==> src/hw/fault_router_pkg.sv <==
package fault_router_pkg;
  // -------------------------------------------------------------
  // sizes
  // -------------------------------------------------------------
  localparam int NENG  = 4;
  localparam int NMOD  = 4;
  localparam int NDC   = 4;
  localparam int NAC   = 7;
  localparam int NEXT  = 4;
  localparam int ERR_W = 10;
  localparam int ACT_W = 7;
  localparam int CNT_W = 4;
  localparam int NEV   = 24;
  localparam int ADR_W = 6;
  localparam int CF_W  = 16;

  // -------------------------------------------------------------
  // fault module positions inside one engine
  // -------------------------------------------------------------
  localparam int M_CL = 0;
  localparam int M_AB = 1;
  localparam int M_A  = 2;
  localparam int M_B  = 3;

  // -------------------------------------------------------------
  // event vector bit positions (per engine)
  // -------------------------------------------------------------
  localparam int EV_DC  = 0;
  localparam int EV_AC  = 4;
  localparam int EV_EXT = 11;
  localparam int EV_HF  = 15;
  localparam int EV_LF  = 16;
  localparam int EV_DCM = 17;
  localparam int EV_PWM = 18;
  localparam int EV_PCM = 23;

  // -------------------------------------------------------------
  // register word indices (byte address is four times these)
  // -------------------------------------------------------------
  localparam logic [ADR_W-1:0] RT_IDX   = 6'h00;
  localparam logic [ADR_W-1:0] DC_IDX   = 6'h10;
  localparam logic [ADR_W-1:0] AC_IDX   = 6'h14;
  localparam logic [ADR_W-1:0] EXT_IDX  = 6'h1b;
  localparam logic [ADR_W-1:0] ENG_IDX  = 6'h1c;
  localparam logic [ADR_W-1:0] STAT_IDX = 6'h20;

  // -------------------------------------------------------------
  // field positions and widths
  // -------------------------------------------------------------
  localparam int RT_W       = 28;
  localparam int RT_MAX_LSB = 24;
  localparam int DC_W       = 18;
  localparam int DC_EN_BIT  = 16;
  localparam int DC_GT_BIT  = 17;
  localparam int AC_W       = 10;
  localparam int AC_EN_BIT  = 8;
  localparam int AC_INV_BIT = 9;
  localparam int EXT_W      = 8;
  localparam int EXT_POL    = 4;
  localparam int ENG_W      = 13;
  localparam int ENG_PWM_W  = 5;
  localparam int ENG_CBC    = 8;
  localparam int ENG_BFOL   = 9;
  localparam int ENG_GEN    = 12;
  localparam int ST_DCM     = 16;
  localparam int ST_HF      = 20;
  localparam int ST_LF      = 21;
  localparam logic [31:0] RST_WORD = 32'h0;

  // -------------------------------------------------------------
  // carriers
  // -------------------------------------------------------------
  typedef struct packed {
    logic diode;
    logic ext_b;
    logic ext_a;
    logic ov;
    logic cl;
  } pwm_flt_t;

  typedef struct packed {
    logic             read;
    logic             write;
    logic [ADR_W-1:0] address;
    logic [3:0]       byteenable;
    logic [31:0]      writedata;
  } av_req_t;
endpackage

==> src/hw/pwm_fault_router.sv <==
// Design decisions made here: register access over Avalon-MM and the address map.
`timescale 1ns/1ps
// -------------------------------------------------------------
// Overview of operation
// detect at once, count once per cycle
// each fault module has own limit
// flag when consecutive count exceeds limit
// flag held until channel enable drops
// enable low clears all engine flags together
// one global fault enable per engine
// cycle-limit, both, A and B modules
// four identical modules, different output wiring
// one cycle-by-cycle block per engine
// cycle-by-cycle block ends pulse on trip
// many sources into one module
// one source into many engines
// any event combination per fault input
// digital comparators on error converter samples
// analog comparator thresholds and fault config
// external fault pins with programmable polarity
// pwm current, voltage, A, B, diode faults
// oscillator failure as fault source
// discontinuous conduction detection as event
// count clears on clean cycle or disable
// -------------------------------------------------------------
module fault_module
  import fault_router_pkg::*;
(
  input  wire logic             clk_sys,
  input  wire logic             rst_n,
  input  wire logic             detect,
  input  wire logic             cycle_start,
  input  wire logic             ch_en,
  input  wire logic             glob_en,
  input  wire logic [CNT_W-1:0] max_count,
  output logic                  fault_now,
  output logic                  flag
);
  typedef struct packed {
    logic           seen;
    logic [CNT_W:0] cnt;
    logic           flag;
  } fm_st_t;

  fm_st_t s;
  fm_st_t next_s;
  logic   en;

  assign en        = ch_en & glob_en;
  assign fault_now = en & detect;
  assign flag      = s.flag;

  always_comb begin
    next_s = s;
    if (cycle_start) begin
      next_s.seen = 1'b0;
      if (!s.seen) next_s.cnt = '0;
    end
    if (fault_now && (!s.seen || cycle_start)) begin
      next_s.seen = 1'b1;
      if (next_s.cnt <= {1'b0, max_count}) begin
        next_s.cnt = next_s.cnt + 1'b1;
      end
    end
    if (next_s.cnt > {1'b0, max_count}) next_s.flag = 1'b1;
    if (!en) begin
      next_s.seen = 1'b0;
      next_s.cnt  = '0;
    end
    if (!ch_en) next_s.flag = 1'b0;
  end

  always_ff @(posedge clk_sys or negedge rst_n) begin
    if (!rst_n) s <= '0;
    else        s <= next_s;
  end
endmodule

module pwm_fault_router
  import fault_router_pkg::*;
#(
  parameter int CLK_FAIL_CYCLES = 1000
)(
  input  wire logic                        clk_sys,
  input  wire logic                        rst_n,
  input  wire fault_router_pkg::av_req_t   av,
  output logic [31:0]                      av_readdata,
  output logic                             av_waitrequest,
  input  wire logic [NDC-1:0][ERR_W-1:0]   err_sample,
  input  wire logic [NAC-1:0]              acomp_raw,
  output logic [NAC-1:0][ACT_W-1:0]        acomp_threshold,
  input  wire logic [NEXT-1:0]             ext_fault_pin,
  input  wire logic                        hf_osc_tick,
  input  wire logic                        lf_osc_tick,
  input  wire logic [NENG-1:0]             current_zero,
  input  wire fault_router_pkg::pwm_flt_t [NENG-1:0] pwm_fault,
  input  wire logic [NENG-1:0]             pcm_trip,
  input  wire logic [NENG-1:0]             cycle_start,
  input  wire logic [NENG-1:0]             pwm_channel_enable,
  output logic [NENG-1:0]                  shut_a,
  output logic [NENG-1:0]                  shut_b,
  output logic [NENG-1:0]                  pulse_end_a,
  output logic [NENG-1:0]                  pulse_end_b,
  output logic [NENG-1:0][NMOD-1:0]        fault_flag
);
  import fault_router_pkg::*;

  // -------------------------------------------------------------
  // state
  // -------------------------------------------------------------
  typedef struct packed {
    logic [NENG*NMOD-1:0][RT_W-1:0] route;
    logic [NDC-1:0][DC_W-1:0]       dc;
    logic [NAC-1:0][AC_W-1:0]       ac;
    logic [EXT_W-1:0]               ext;
    logic [NENG-1:0][ENG_W-1:0]     eng;
    logic                           ack;
    logic [31:0]                    rdata;
    logic [NENG-1:0]                zseen;
    logic [NENG-1:0]                dcm;
    logic [NENG-1:0]                cbc_lat;
    logic [CF_W-1:0]                hf_cnt;
    logic [CF_W-1:0]                lf_cnt;
  } top_st_t;

  localparam logic [CF_W-1:0] CF_LIM = CF_W'(CLK_FAIL_CYCLES);

  top_st_t                     s;
  top_st_t                     next_s;
  logic [NDC-1:0]              dc_ev;
  logic [NAC-1:0]              ac_ev;
  logic [NEXT-1:0]             ext_ev;
  logic                        hf_fail;
  logic                        lf_fail;
  logic [NENG-1:0][NEV-1:0]    ev;
  logic [NENG-1:0][NMOD-1:0]   now;
  logic [31:0]                 bm;
  logic [31:0]                 rd;
  logic [ADR_W-1:0]            off;
  logic                        req;

  // -------------------------------------------------------------
  // fault sources
  // -------------------------------------------------------------
  always_comb begin
    for (int i = 0; i < NDC; i++) begin
      dc_ev[i] = s.dc[i][DC_EN_BIT] & (s.dc[i][DC_GT_BIT]
        ? $signed(err_sample[i]) > $signed(s.dc[i][ERR_W-1:0])
        : $signed(err_sample[i]) < $signed(s.dc[i][ERR_W-1:0]));
    end
    for (int i = 0; i < NAC; i++) begin
      ac_ev[i] = s.ac[i][AC_EN_BIT] & (acomp_raw[i] ^ s.ac[i][AC_INV_BIT]);
      acomp_threshold[i] = s.ac[i][ACT_W-1:0];
    end
    // pin polarity bit set means the pin faults when low
    ext_ev = s.ext[NEXT-1:0]
           & (ext_fault_pin ^ s.ext[EXT_POL +: NEXT]);
  end

  // missing ticks are only seen after the full timeout
  assign hf_fail = s.hf_cnt == CF_LIM;
  assign lf_fail = s.lf_cnt == CF_LIM;

  // -------------------------------------------------------------
  // engines
  // -------------------------------------------------------------
  genvar e, m;
  generate
    for (e = 0; e < NENG; e++) begin : g_eng
      // every engine sees the same shared sources      see
      assign ev[e] = {pcm_trip[e],
                      pwm_fault[e] & s.eng[e][ENG_PWM_W-1:0],
                      s.dcm[e], lf_fail, hf_fail,
                      ext_ev, ac_ev, dc_ev};
      for (m = 0; m < NMOD; m++) begin : g_mod
        fault_module u_fm (
          .clk_sys     (clk_sys),
          .rst_n       (rst_n),
          // masked or of any events               see
          .detect      (|(ev[e] & s.route[e*NMOD+m][NEV-1:0])),
          .cycle_start (cycle_start[e]),
          .ch_en       (pwm_channel_enable[e]),
          .glob_en     (s.eng[e][ENG_GEN]),
          .max_count   (s.route[e*NMOD+m][RT_MAX_LSB +: CNT_W]),
          .fault_now   (now[e][m]),
          .flag        (fault_flag[e][m])
        );
      end
      assign shut_a[e] = fault_flag[e][M_CL] | fault_flag[e][M_AB]
                       | fault_flag[e][M_A] | now[e][M_AB]
                       | now[e][M_A];
      assign shut_b[e] = fault_flag[e][M_CL] | fault_flag[e][M_AB]
                       | fault_flag[e][M_B] | now[e][M_AB]
                       | now[e][M_B];
      // single cycle-by-cycle block, fed by the cycle-limit module
      assign pulse_end_a[e] = s.eng[e][ENG_CBC]
                            & (now[e][M_CL] | s.cbc_lat[e]);
      assign pulse_end_b[e] = pulse_end_a[e] & s.eng[e][ENG_BFOL];

    end
  endgenerate

  // -------------------------------------------------------------
  // bus and state update
  // -------------------------------------------------------------
  assign req            = av.read | av.write;
  assign av_waitrequest = req & ~s.ack;
  assign av_readdata    = s.rdata;

  always_comb begin
    next_s = s;
    for (int i = 0; i < 4; i++) bm[8*i +: 8] = {8{av.byteenable[i]}};
    rd  = RST_WORD;
    off = av.address;
    // one wait state, so data is ready at the accepting edge
    next_s.ack = req & ~s.ack;
    if (av.address < DC_IDX) begin
      off = av.address - RT_IDX;
      rd  = 32'(s.route[off[3:0]]);
      if (av.write && s.ack) begin
        next_s.route[off[3:0]] = RT_W'((rd & ~bm) | (av.writedata & bm));
      end
    end else if (av.address < AC_IDX) begin
      off = av.address - DC_IDX;
      rd  = 32'(s.dc[off[1:0]]);
      if (av.write && s.ack) begin
        next_s.dc[off[1:0]] = DC_W'((rd & ~bm) | (av.writedata & bm));
      end
    end else if (av.address < EXT_IDX) begin
      off = av.address - AC_IDX;
      rd  = 32'(s.ac[off[2:0]]);
      if (av.write && s.ack) begin
        next_s.ac[off[2:0]] = AC_W'((rd & ~bm) | (av.writedata & bm));
      end
    end else if (av.address < ENG_IDX) begin
      rd = 32'(s.ext);
      if (av.write && s.ack) begin
        next_s.ext = EXT_W'((rd & ~bm) | (av.writedata & bm));
      end
    end else if (av.address < STAT_IDX) begin
      off = av.address - ENG_IDX;
      rd  = 32'(s.eng[off[1:0]]);
      if (av.write && s.ack) begin
        next_s.eng[off[1:0]] = ENG_W'((rd & ~bm) | (av.writedata & bm));
      end
    end else if (av.address == STAT_IDX) begin
      rd = RST_WORD;
      rd[NENG*NMOD-1:0]     = fault_flag;
      rd[ST_DCM +: NENG]    = s.dcm;
      rd[ST_HF]             = hf_fail;
      rd[ST_LF]             = lf_fail;
    end
    // unmapped words read zero and ignore writes
    if (req && !s.ack) next_s.rdata = rd;

    for (int i = 0; i < NENG; i++) begin
      if (cycle_start[i]) begin
        next_s.dcm[i]   = s.zseen[i] | current_zero[i];
        next_s.zseen[i] = 1'b0;
      end else if (current_zero[i]) begin
        next_s.zseen[i] = 1'b1;
      end
      if (cycle_start[i] || !s.eng[i][ENG_CBC]) next_s.cbc_lat[i] = 1'b0;
      if (now[i][M_CL] && s.eng[i][ENG_CBC]) begin
        next_s.cbc_lat[i] = 1'b1;
      end
    end
    next_s.hf_cnt = hf_osc_tick ? '0
                  : (hf_fail ? s.hf_cnt : s.hf_cnt + 1'b1);
    next_s.lf_cnt = lf_osc_tick ? '0
                  : (lf_fail ? s.lf_cnt : s.lf_cnt + 1'b1);
  end

  always_ff @(posedge clk_sys or negedge rst_n) begin
    if (!rst_n) s <= '0;
    else        s <= next_s;
  end
endmodule

==> config.mk <==
export PLATFORM = sky130hd
export DESIGN_NAME = pwm_fault_router
export DESIGN_NICKNAME = d
export VERILOG_FILES = /design/src/hw/fault_router_pkg.sv /design/src/hw/pwm_fault_router.sv
export SDC_FILE = /design/constraint.sdc
export NUM_CORES = 2
export LEC_CHECK = 0
export BUFFER_PORTS_ARGS = -buffer_cell sky130_fd_sc_hd__buf_2
export CAP_MARGIN = 20
export CORE_UTILIZATION = 45
export DETAILED_ROUTE_END_ITERATION = 12
export GPL_ROUTABILITY_DRIVEN = 0
export SKIP_LAST_GASP = 1
export SLEW_MARGIN = 15
export SYNTH_ARGS = -nofsm -noshare
export SYNTH_HDL_FRONTEND = slang
export SYNTH_SLANG_ARGS = --single-unit
==> constraint.sdc <==
create_clock -name clk_sys -period 3.65 [get_ports clk_sys]
set_input_delay 0.1825 -clock clk_sys [delete_from_list [all_inputs] [get_ports clk_sys]]
set_output_delay 0.1825 -clock clk_sys [all_outputs]
set_load 0.1 [all_outputs]
# == Yosys cells after proc, flatten, opt, wreduce, memory -nomap -nowiden ==
# Cells that the tools add are included.
# op_classes
addsub,21
order_cmp,53
n_eq_ne,37
mux,162
bitwise_logic,123
n_reduce_logical,96
# ops
operator,n
bitwise mux 448 bit,1
AND 24 bit,16
OR reduction 24 bit,16
two-way mux 6 bit,48
two-way mux 5 bit,32
binary-select mux 28 bit (select 4 bit),1
demux 28 bit (select 4 bit),1
two-way mux 22 bit,5
two-way mux 28 bit,3
adder 5 x 1 -> 5 bit (second input constant),16
> comparator 5 x 4 -> 1 bit,16
<= comparator 5 x 4 -> 1 bit,16
bitwise mux 72 bit,1
bitwise mux 70 bit,1
two-way mux 16 bit,4
AND 28 bit,2
bitwise mux 52 bit,1
two-way mux 1 bit,52
AND 1 bit,40
> comparator 10 bit,4
less-than comparator 10 bit,4
bitwise OR 1 bit,37
binary-select mux 18 bit (select 2 bit),1
demux 18 bit (select 2 bit),1
48 further kinds,173
# word_totals
reg_bits,839
in_bits,135
output_inout_bits,114
wordCells,588

# == Depth between registers and ports, before layout ==
# logic_depth
ltp_word,11
depth_mapped,21
depth_no_buf,20

# == Hierarchy ==
# Synthesis repeated with hierarchy kept, for this count alone.
# hier_totals
hier_cells,4788
hier_area_um2,47058.9
# modules_own_cells
module,n_inst,cells_each,area_each_um2,seq_area_each_um2
pwm_fault_router,1,3558,36936.7,18092.4
fault_module at g_eng[1].g_mod[0].u_fm ...,11,77,629.4,175.2
fault_module at g_eng[0].g_mod[0].u_fm ...,3,77,639.4,175.2
fault_module at g_eng[3].g_mod[2].u_fm,1,77,648.1,175.2
fault_module at g_eng[0].g_mod[3].u_fm,1,75,633.1,175.2

# == Least setup slack after synthesis ==
# No wires, ideal clock.
# synth_path
kind,register to output
from,register s[232] (netlist bit)
to,output pulse_end_b[0]
t_arrival_ns,3.898
required_time_ns,3.467
slack_ns,-0.431
path_stages_with_launch,13
path_buffers,1
path_cell_list,dfrtp_1 -> inv_1 -> ha_1 -> a211oi_2 -> nor2_1 -> a2111o_1 -> a21o_1 -> nand2_4 -> buf_12 -> a22o_2 -> o31a_1 -> o21a_1 -> and2_1
# synth_via
elab_chain_cells,9
word_cells_on_any_way,10
classes_between,2 x order compare; 1 x mux; 6 x bitwise; 1 x reduce/logical
# synth_lines
element,line_no,source
"start, declared",pwm_fault_router.sv:128,top_st_t s;
"start signal, assigned",pwm_fault_router.sv:276,else s <= next_s;
less-than comparator 10 bit / > comparator 10 bit (equally long branches),"pwm_fault_router.sv:149, pwm_fault_router.sv:148",
two-way mux 1 bit *,pwm_fault_router.sv:148,? $signed(err_sample[i]) > $signed(s.dc[i][ERR_W-1:0])
AND 1 bit *,pwm_fault_router.sv:147,dc_ev[i] = s.dc[i][DC_EN_BIT] & (s.dc[i][DC_GT_BIT]
AND 24 bit *,pwm_fault_router.sv:180,".detect (|(ev[e] & s.route[e*NMOD+m][NEV-1:0])),"
OR reduction 24 bit *,pwm_fault_router.sv:180,
AND 1 bit *,pwm_fault_router.sv:50,assign fault_now = en & detect;
bitwise OR 1 bit *,pwm_fault_router.sv:197,& (now[e][M_CL] | s.cbc_lat[e]);
AND 1 bit *,pwm_fault_router.sv:197,
via pulse_end_a[0],pwm_fault_router.sv:102,"output logic [NENG-1:0] pulse_end_a,"
AND 1 bit *,pwm_fault_router.sv:198,assign pulse_end_b[e] = pulse_end_a[e] & s.eng[e][ENG_BFOL];
"end, declared",pwm_fault_router.sv:103,"output logic [NENG-1:0] pulse_end_b,"
# The timed path passes the listed nets; every way through them passes the cells marked *.

# == Final worst setup path ==
# layout_path
from,register s[146] (netlist bit)
to,register g_eng[2].g_mod[1].u_fm.s[6] (netlist bit)
# layout_via
elab_chain_cells,8
word_cells_on_any_way,9
classes_between,1 x eq/ne; 2 x mux; 4 x bitwise; 2 x reduce/logical
# layout_lines
element,line_no,source
XOR 1 bit *,pwm_fault_router.sv:152,ac_ev[i] = s.ac[i][AC_EN_BIT] & (acomp_raw[i] ^ s.ac[i][AC_INV_BIT]);
AND 1 bit *,pwm_fault_router.sv:152,
AND 24 bit *,pwm_fault_router.sv:180,
OR reduction 24 bit *,pwm_fault_router.sv:180,
AND 1 bit *,pwm_fault_router.sv:50,
logical AND 1 bit *,pwm_fault_router.sv:59,if (fault_now && (!s.seen || cycle_start)) begin
two-way mux 6 bit,pwm_fault_router.sv:59,
two-way mux 6 bit,pwm_fault_router.sv:66,if (!en) begin
"end signal, assigned",pwm_fault_router.sv:75,else s <= next_s;
"end, declared",pwm_fault_router.sv:45,fm_st_t s;
# Mark *: on every way between the ends. The rest lies on a longest branch, timed or not.
# A chain may end at the register's enable or synchronous reset.

==> metrics.md <==
| Metric | Value |
|---|---|
| Fraction of layout instances using a drive strength above 1 | roughly 28% |
| Iteration count of the initial detailed-routing pass | 9 |
| Total of warnings raised by yosys | 0 |
| Post-synthesis area per instance | just under 10 um^2 |
| Switching power as a share of total power | 35.2% |
| CP peak stage delay | 0.48 ns |
| Total of buffers placed on input and output ports | 240 |
| Detail Placement HPWL | 125000 um |
| Outcome | finished with violations |
| Count of cells along the worst register-to-register path | 22 |
| Minimum setup slack after placement | -0.712 ns |
| Flip-flop and latch count after synthesis | 835 |
| Via count of the routed design | about 40k |
| Number of maximum-capacitance constraint violations | 0 |
| Wire length on met3 | 16000 um |
| Buffer levels on the longest clock path | 3 |
| Tightest hold margin | 0.0494 ns |
| WP data arrival | ~4.8 ns |
| Global-route wire length before repair | 254000 um |
| Number of H-tree levels | 3 |
| Total power divided by cell area | about 520 mW/mm^2 |
| Final clock skew | 0.0238 ns |
| Post-route minimum period | 4.24 ns |
| Count of filler cells inserted in the layout | 8782 |
| Crit path top cell by count | buf_4 |
| Clock latency on the worst-skew pair | 0.68 ns |
| Clock tree from TritonCTS | done |
| DIE AREA | between 0.1 and 0.15 mm^2 |
| Pin count of the biggest net entering global routing | 104 |
| Total power | 30.2 mW |
| Die Y-Extent | 323 um |
| Antenna-violating nets left | 0 |
| Signed area change from the synthesized netlist to the final layout | 25.2% |
| Class of the most critical setup path | flop to flop |
| Post-synthesis instance total | 4712 |
| First DRT Iteration DRCs | 4497 |
| Total standard cell area after synthesis | 0.0464 mm^2 |
| Wire per inst | 25.5 um |
| Required time reported for the critical path endpoint | 4.21 ns |
| Part of the cycle the worst path needs | 116% |
| Most frequently used flop master after synthesis | dfrtp_1 |
| Initial cell density of the core | between 40% and 50% |
| Worst supply voltage drop on vdd | between 0.0005 and 0.0006 V |
| Worst Setup Start Kind | flop |
| Slew at the pin with the worst max-slew slack | roughly 1.0 ns |
| Total congestion overflow after global routing | 0 |
| Final setup fails | 33 |
| Worst Setup End Kind | flop |
| Worst min-delay path category | primary input to flop |
| Internal Dissipation | about 20 mW |
| Residual DRC count | 0 |
| CTS sink count | between 800 and 900 |
| Number of synthesized flops with an enable pin | 0 |
| Standard-cell row count | 117 |
| Detailed-routed wire length on met2 | 76800 um |
| CP max stage cell | a2111oi_4 |
| Length of routed wiring on met1 | just over 70000 um |
| WP buf/inv | 14 |
| Top layer reached by signal wires | met5 |
| Max-slew violations | 0 |
| CORE AREA | ~0.10 mm^2 |
| Family with the most delay on the worst path | buffers and inverters |
| RSZ-0062 raised after global routing | true |
| X dimension of the die | 323 um |
| Startpoint of the tightest hold check path | av[24] |
| Worst-case register-to-register setup slack | -0.59 ns |
| Share of flip-flops with an asynchronous set or reset after synthesis | 100% |
| Switch Pwr | 10.6 mW |
| Overall routed net length | between 150000 and 200000 um |
| Sequential group share of total power | between 30 and 40% |
| Clock transition at the register clock pins on the worst setup and hold paths after CTS | 0.06 ns |
| Average vias per placed instance | 5.96 |
| Failing checks | negative setup slack |
| Hold Path End | s[471] |
| Total Negative Setup Slacks | -13.67 ns |
| Largest fanout on the critical path | 9 |
| Boundary Pins | between 200 and 250 |
| Number of antenna violations at the first check in global routing | 14 |
| Max transition margin | 31.3% |
| Hold path depth | 4 |
| Setup slack of the critical path after layout | -0.591 ns |
| FF-to-FF End | g_eng[2].g_mod[1].u_fm.s[6] |
| NumNets Final | 5626 |
| Combinational cell fraction of total power | 29.2% |
| Clock share of power | ~34% |
| RR Startpoint | s[146] |
| Sequential area share after synthesis | roughly 45% |
| Fin. Hold Viols | 0 |
| Critical Path, Cell by Cell | xor2_1 > and2_2 > buf_4 > a22oi_1 > and3_1 > nand3_2 > a2111oi_4 > nand2_1 > buf_4 > buf_4 > buf_4 > buf_4 > buf_4 > buf_4 > buf_4 > buf_4 > buf_4 > buf_4 > buf_4 > buf_4 > buf_4 > a22o_1 |
| CTS root buffer | clkbuf_16 |
| Global-route usage over all layers | 32.8% |
| Leakage power of the design | between 20 and 30 nW |
| Fmax | 0.236 GHz |
| Distinct cell type count after synthesis | 90 |
| TritonCTS Buffers | 95 |
| Number of global-route vias before repair | 38.8k |
-- cells by family (layout without fill, tap and decap cells) --
group                    Yosys count  count (layout)  share of synthesized area [%]
AO/OA/AOI/OAI                   1244            1245                           16.5
XOR/XNOR                          81              81                           1.53
buffers and inverters            535            1198                           5.36
multiplexers                     308             308                           11.6
other                              1               6                        0.00808
flip-flops                       835             835                           45.0
adder cells (fa/ha/maj)          189             189                           5.09
AND/OR/NAND/NOR                 1519            1519                           14.9
-- power by group through the flow --
| stage | logic [mW] | clock network [mW] | registers, mW |
|---|---|---|---|
| after global placement | 7.52 | 0 | 11.1 |
| final | 8.82 | 10.3 | 11.0 |
| after global routing | 9.30 | 10.7 | 11.1 |
| after detailed placement | 7.61 | 0 | 11.2 |
| after floorplan | 5.13 | 0 | 10.8 |
| after CTS | 8.35 | 10.4 | 11.0 |
-- Yosys cell counts, types with 19 or more instances --
cell type	count	share of area, %
xor2_1	32	0.60
nand2_1	593	4.8
mux4_2	181	8.8
xnor2_1	49	0.93
a22o_1	42	0.79
nor3_1	34	0.37
nand4_1	55	0.74
buf_4	103	1.7
nor2_1	421	3.4
mux2i_1	104	2.2
a31oi_1	21	0.28
a22oi_1	73	1.2
ha_1	188	5.1
and3_1	33	0.45
and2_1	69	0.93
nand2b_1	64	0.86
a21boi_0	21	0.34
clkbuf_1	235	1.9
a21oi_1	398	4.3
inv_1	137	1.1
nor2b_1	57	0.77
a222oi_1	19	0.41
nand3_1	124	1.3
dfrtp_1	835	45
o21ai_0	480	5.2
buf_2	41	0.44
-- routing by layer --
layer,vias to the layer above,GRT usage (%)
li1,17964,-
met1,19891,44.8
met2,1936,49.9
met3,408,7.56
met4,10,14.2
met5,-,0
-- cells in the final DEF (no fill, tap or decap), types with 19 or more instances in the layout --
cell type      Yosys  routed
dfrtp_1          835     834
nand2_1          593     566
buf_4            103     539
o21ai_0          480     434
nor2_1           421     407
a21oi_1          398     381
buf_2             41     221
mux4_2           181     181
ha_1             188     154
inv_1            137     115
nand3_1          124     110
mux2i_1          104     100
clkbuf_16          0      97
a22oi_1           73      69
nand2b_1          64      64
and2_1            69      59
nand4_1           55      55
buf_6              3      51
nor2b_1           57      49
xnor2_1           49      46
a22o_1            42      42
buf_12             1      42
o21ai_1            6      41
ha_4               0      33
xor2_1            32      32
and3_1            33      31
clkbuf_8           0      31
nor3_1            34      28
dlygate4sd3_1      0      28
inv_2              0      22
a31oi_1           21      20
clkinv_2           0      20
a222oi_1          19      19
-- cell type report --
class / instances / area [um^2] / area share, %
timing repair buffer: 888 / 6950 / 12.0
sequential: 835 / 20900 / 36.0
antenna: 2 / 5.00 / 0.00862
multi-input combinational: 3346 / 24700 / 42.5
tap: 1368 / 1710 / 2.95
inverter: 137 / 514 / 0.886
clock buffer: 136 / 2870 / 4.95
clock inverter: 37 / 460 / 0.793
-- flip-flops by register name (all words and copies together), names as in the netlist, named ones only --
signal                 cells
s                        634
g_eng.g_mod.u_fm.s        96
acomp_threshold           49
av_readdata               28
g_eng.g_mod.u_fm.flag     16
ev                         4
-- worst min-delay path, cell delays in order --
cell and delay, ns:
buf_2 0.09, mux2i_2 0.09, buf_12 0.18, a21oi_1 0.13
-- stage by stage --
| stage | cell area, um^2 | utilization [%] | cells |
|---|---|---|---|
| detailed placement | 51900 | 50.9 | 6439 |
| global route | 58100 | 56.9 | 6747 |
| finish | 58100 | 56.9 | 6749 |
| global placement | 51900 | 50.9 | 6439 |
| floorplan | 46600 | - | 4715 |
| CTS | 57300 | 56.1 | 6707 |
-- timing repair --
action / CTS / global route
endpoints found under the setup margin: 32 / 34
resized for setup: 285 / 121
hold endpoints to repair: 135 / 0
cloned: 2 / 0
pin swaps: 109 / 101
hold buffers: 28 / 0
buffers inserted: 71 / 49
-- worst max-delay path by stage --
stage / from / endpoint / slack (ns) / cells past startpoint
after floorplan: s[228] / g_eng[3].g_mod[0].u_fm.flag / -0.11 / 20
after global placement: s[228] / g_eng[2].g_mod[2].u_fm.flag / -0.64 / 18
after detailed placement: s[228] / g_eng[3].g_mod[3].u_fm.flag / -0.71 / 20
after CTS: s[251] / shut_a[2] / -0.53 / 15
after global routing: s[232] / g_eng[2].g_mod[1].u_fm.s[6] / -0.71 / 23
final: s[146] / g_eng[2].g_mod[1].u_fm.s[6] / -0.59 / 22
No activity file was read; power rests on OpenSTA's default activity.
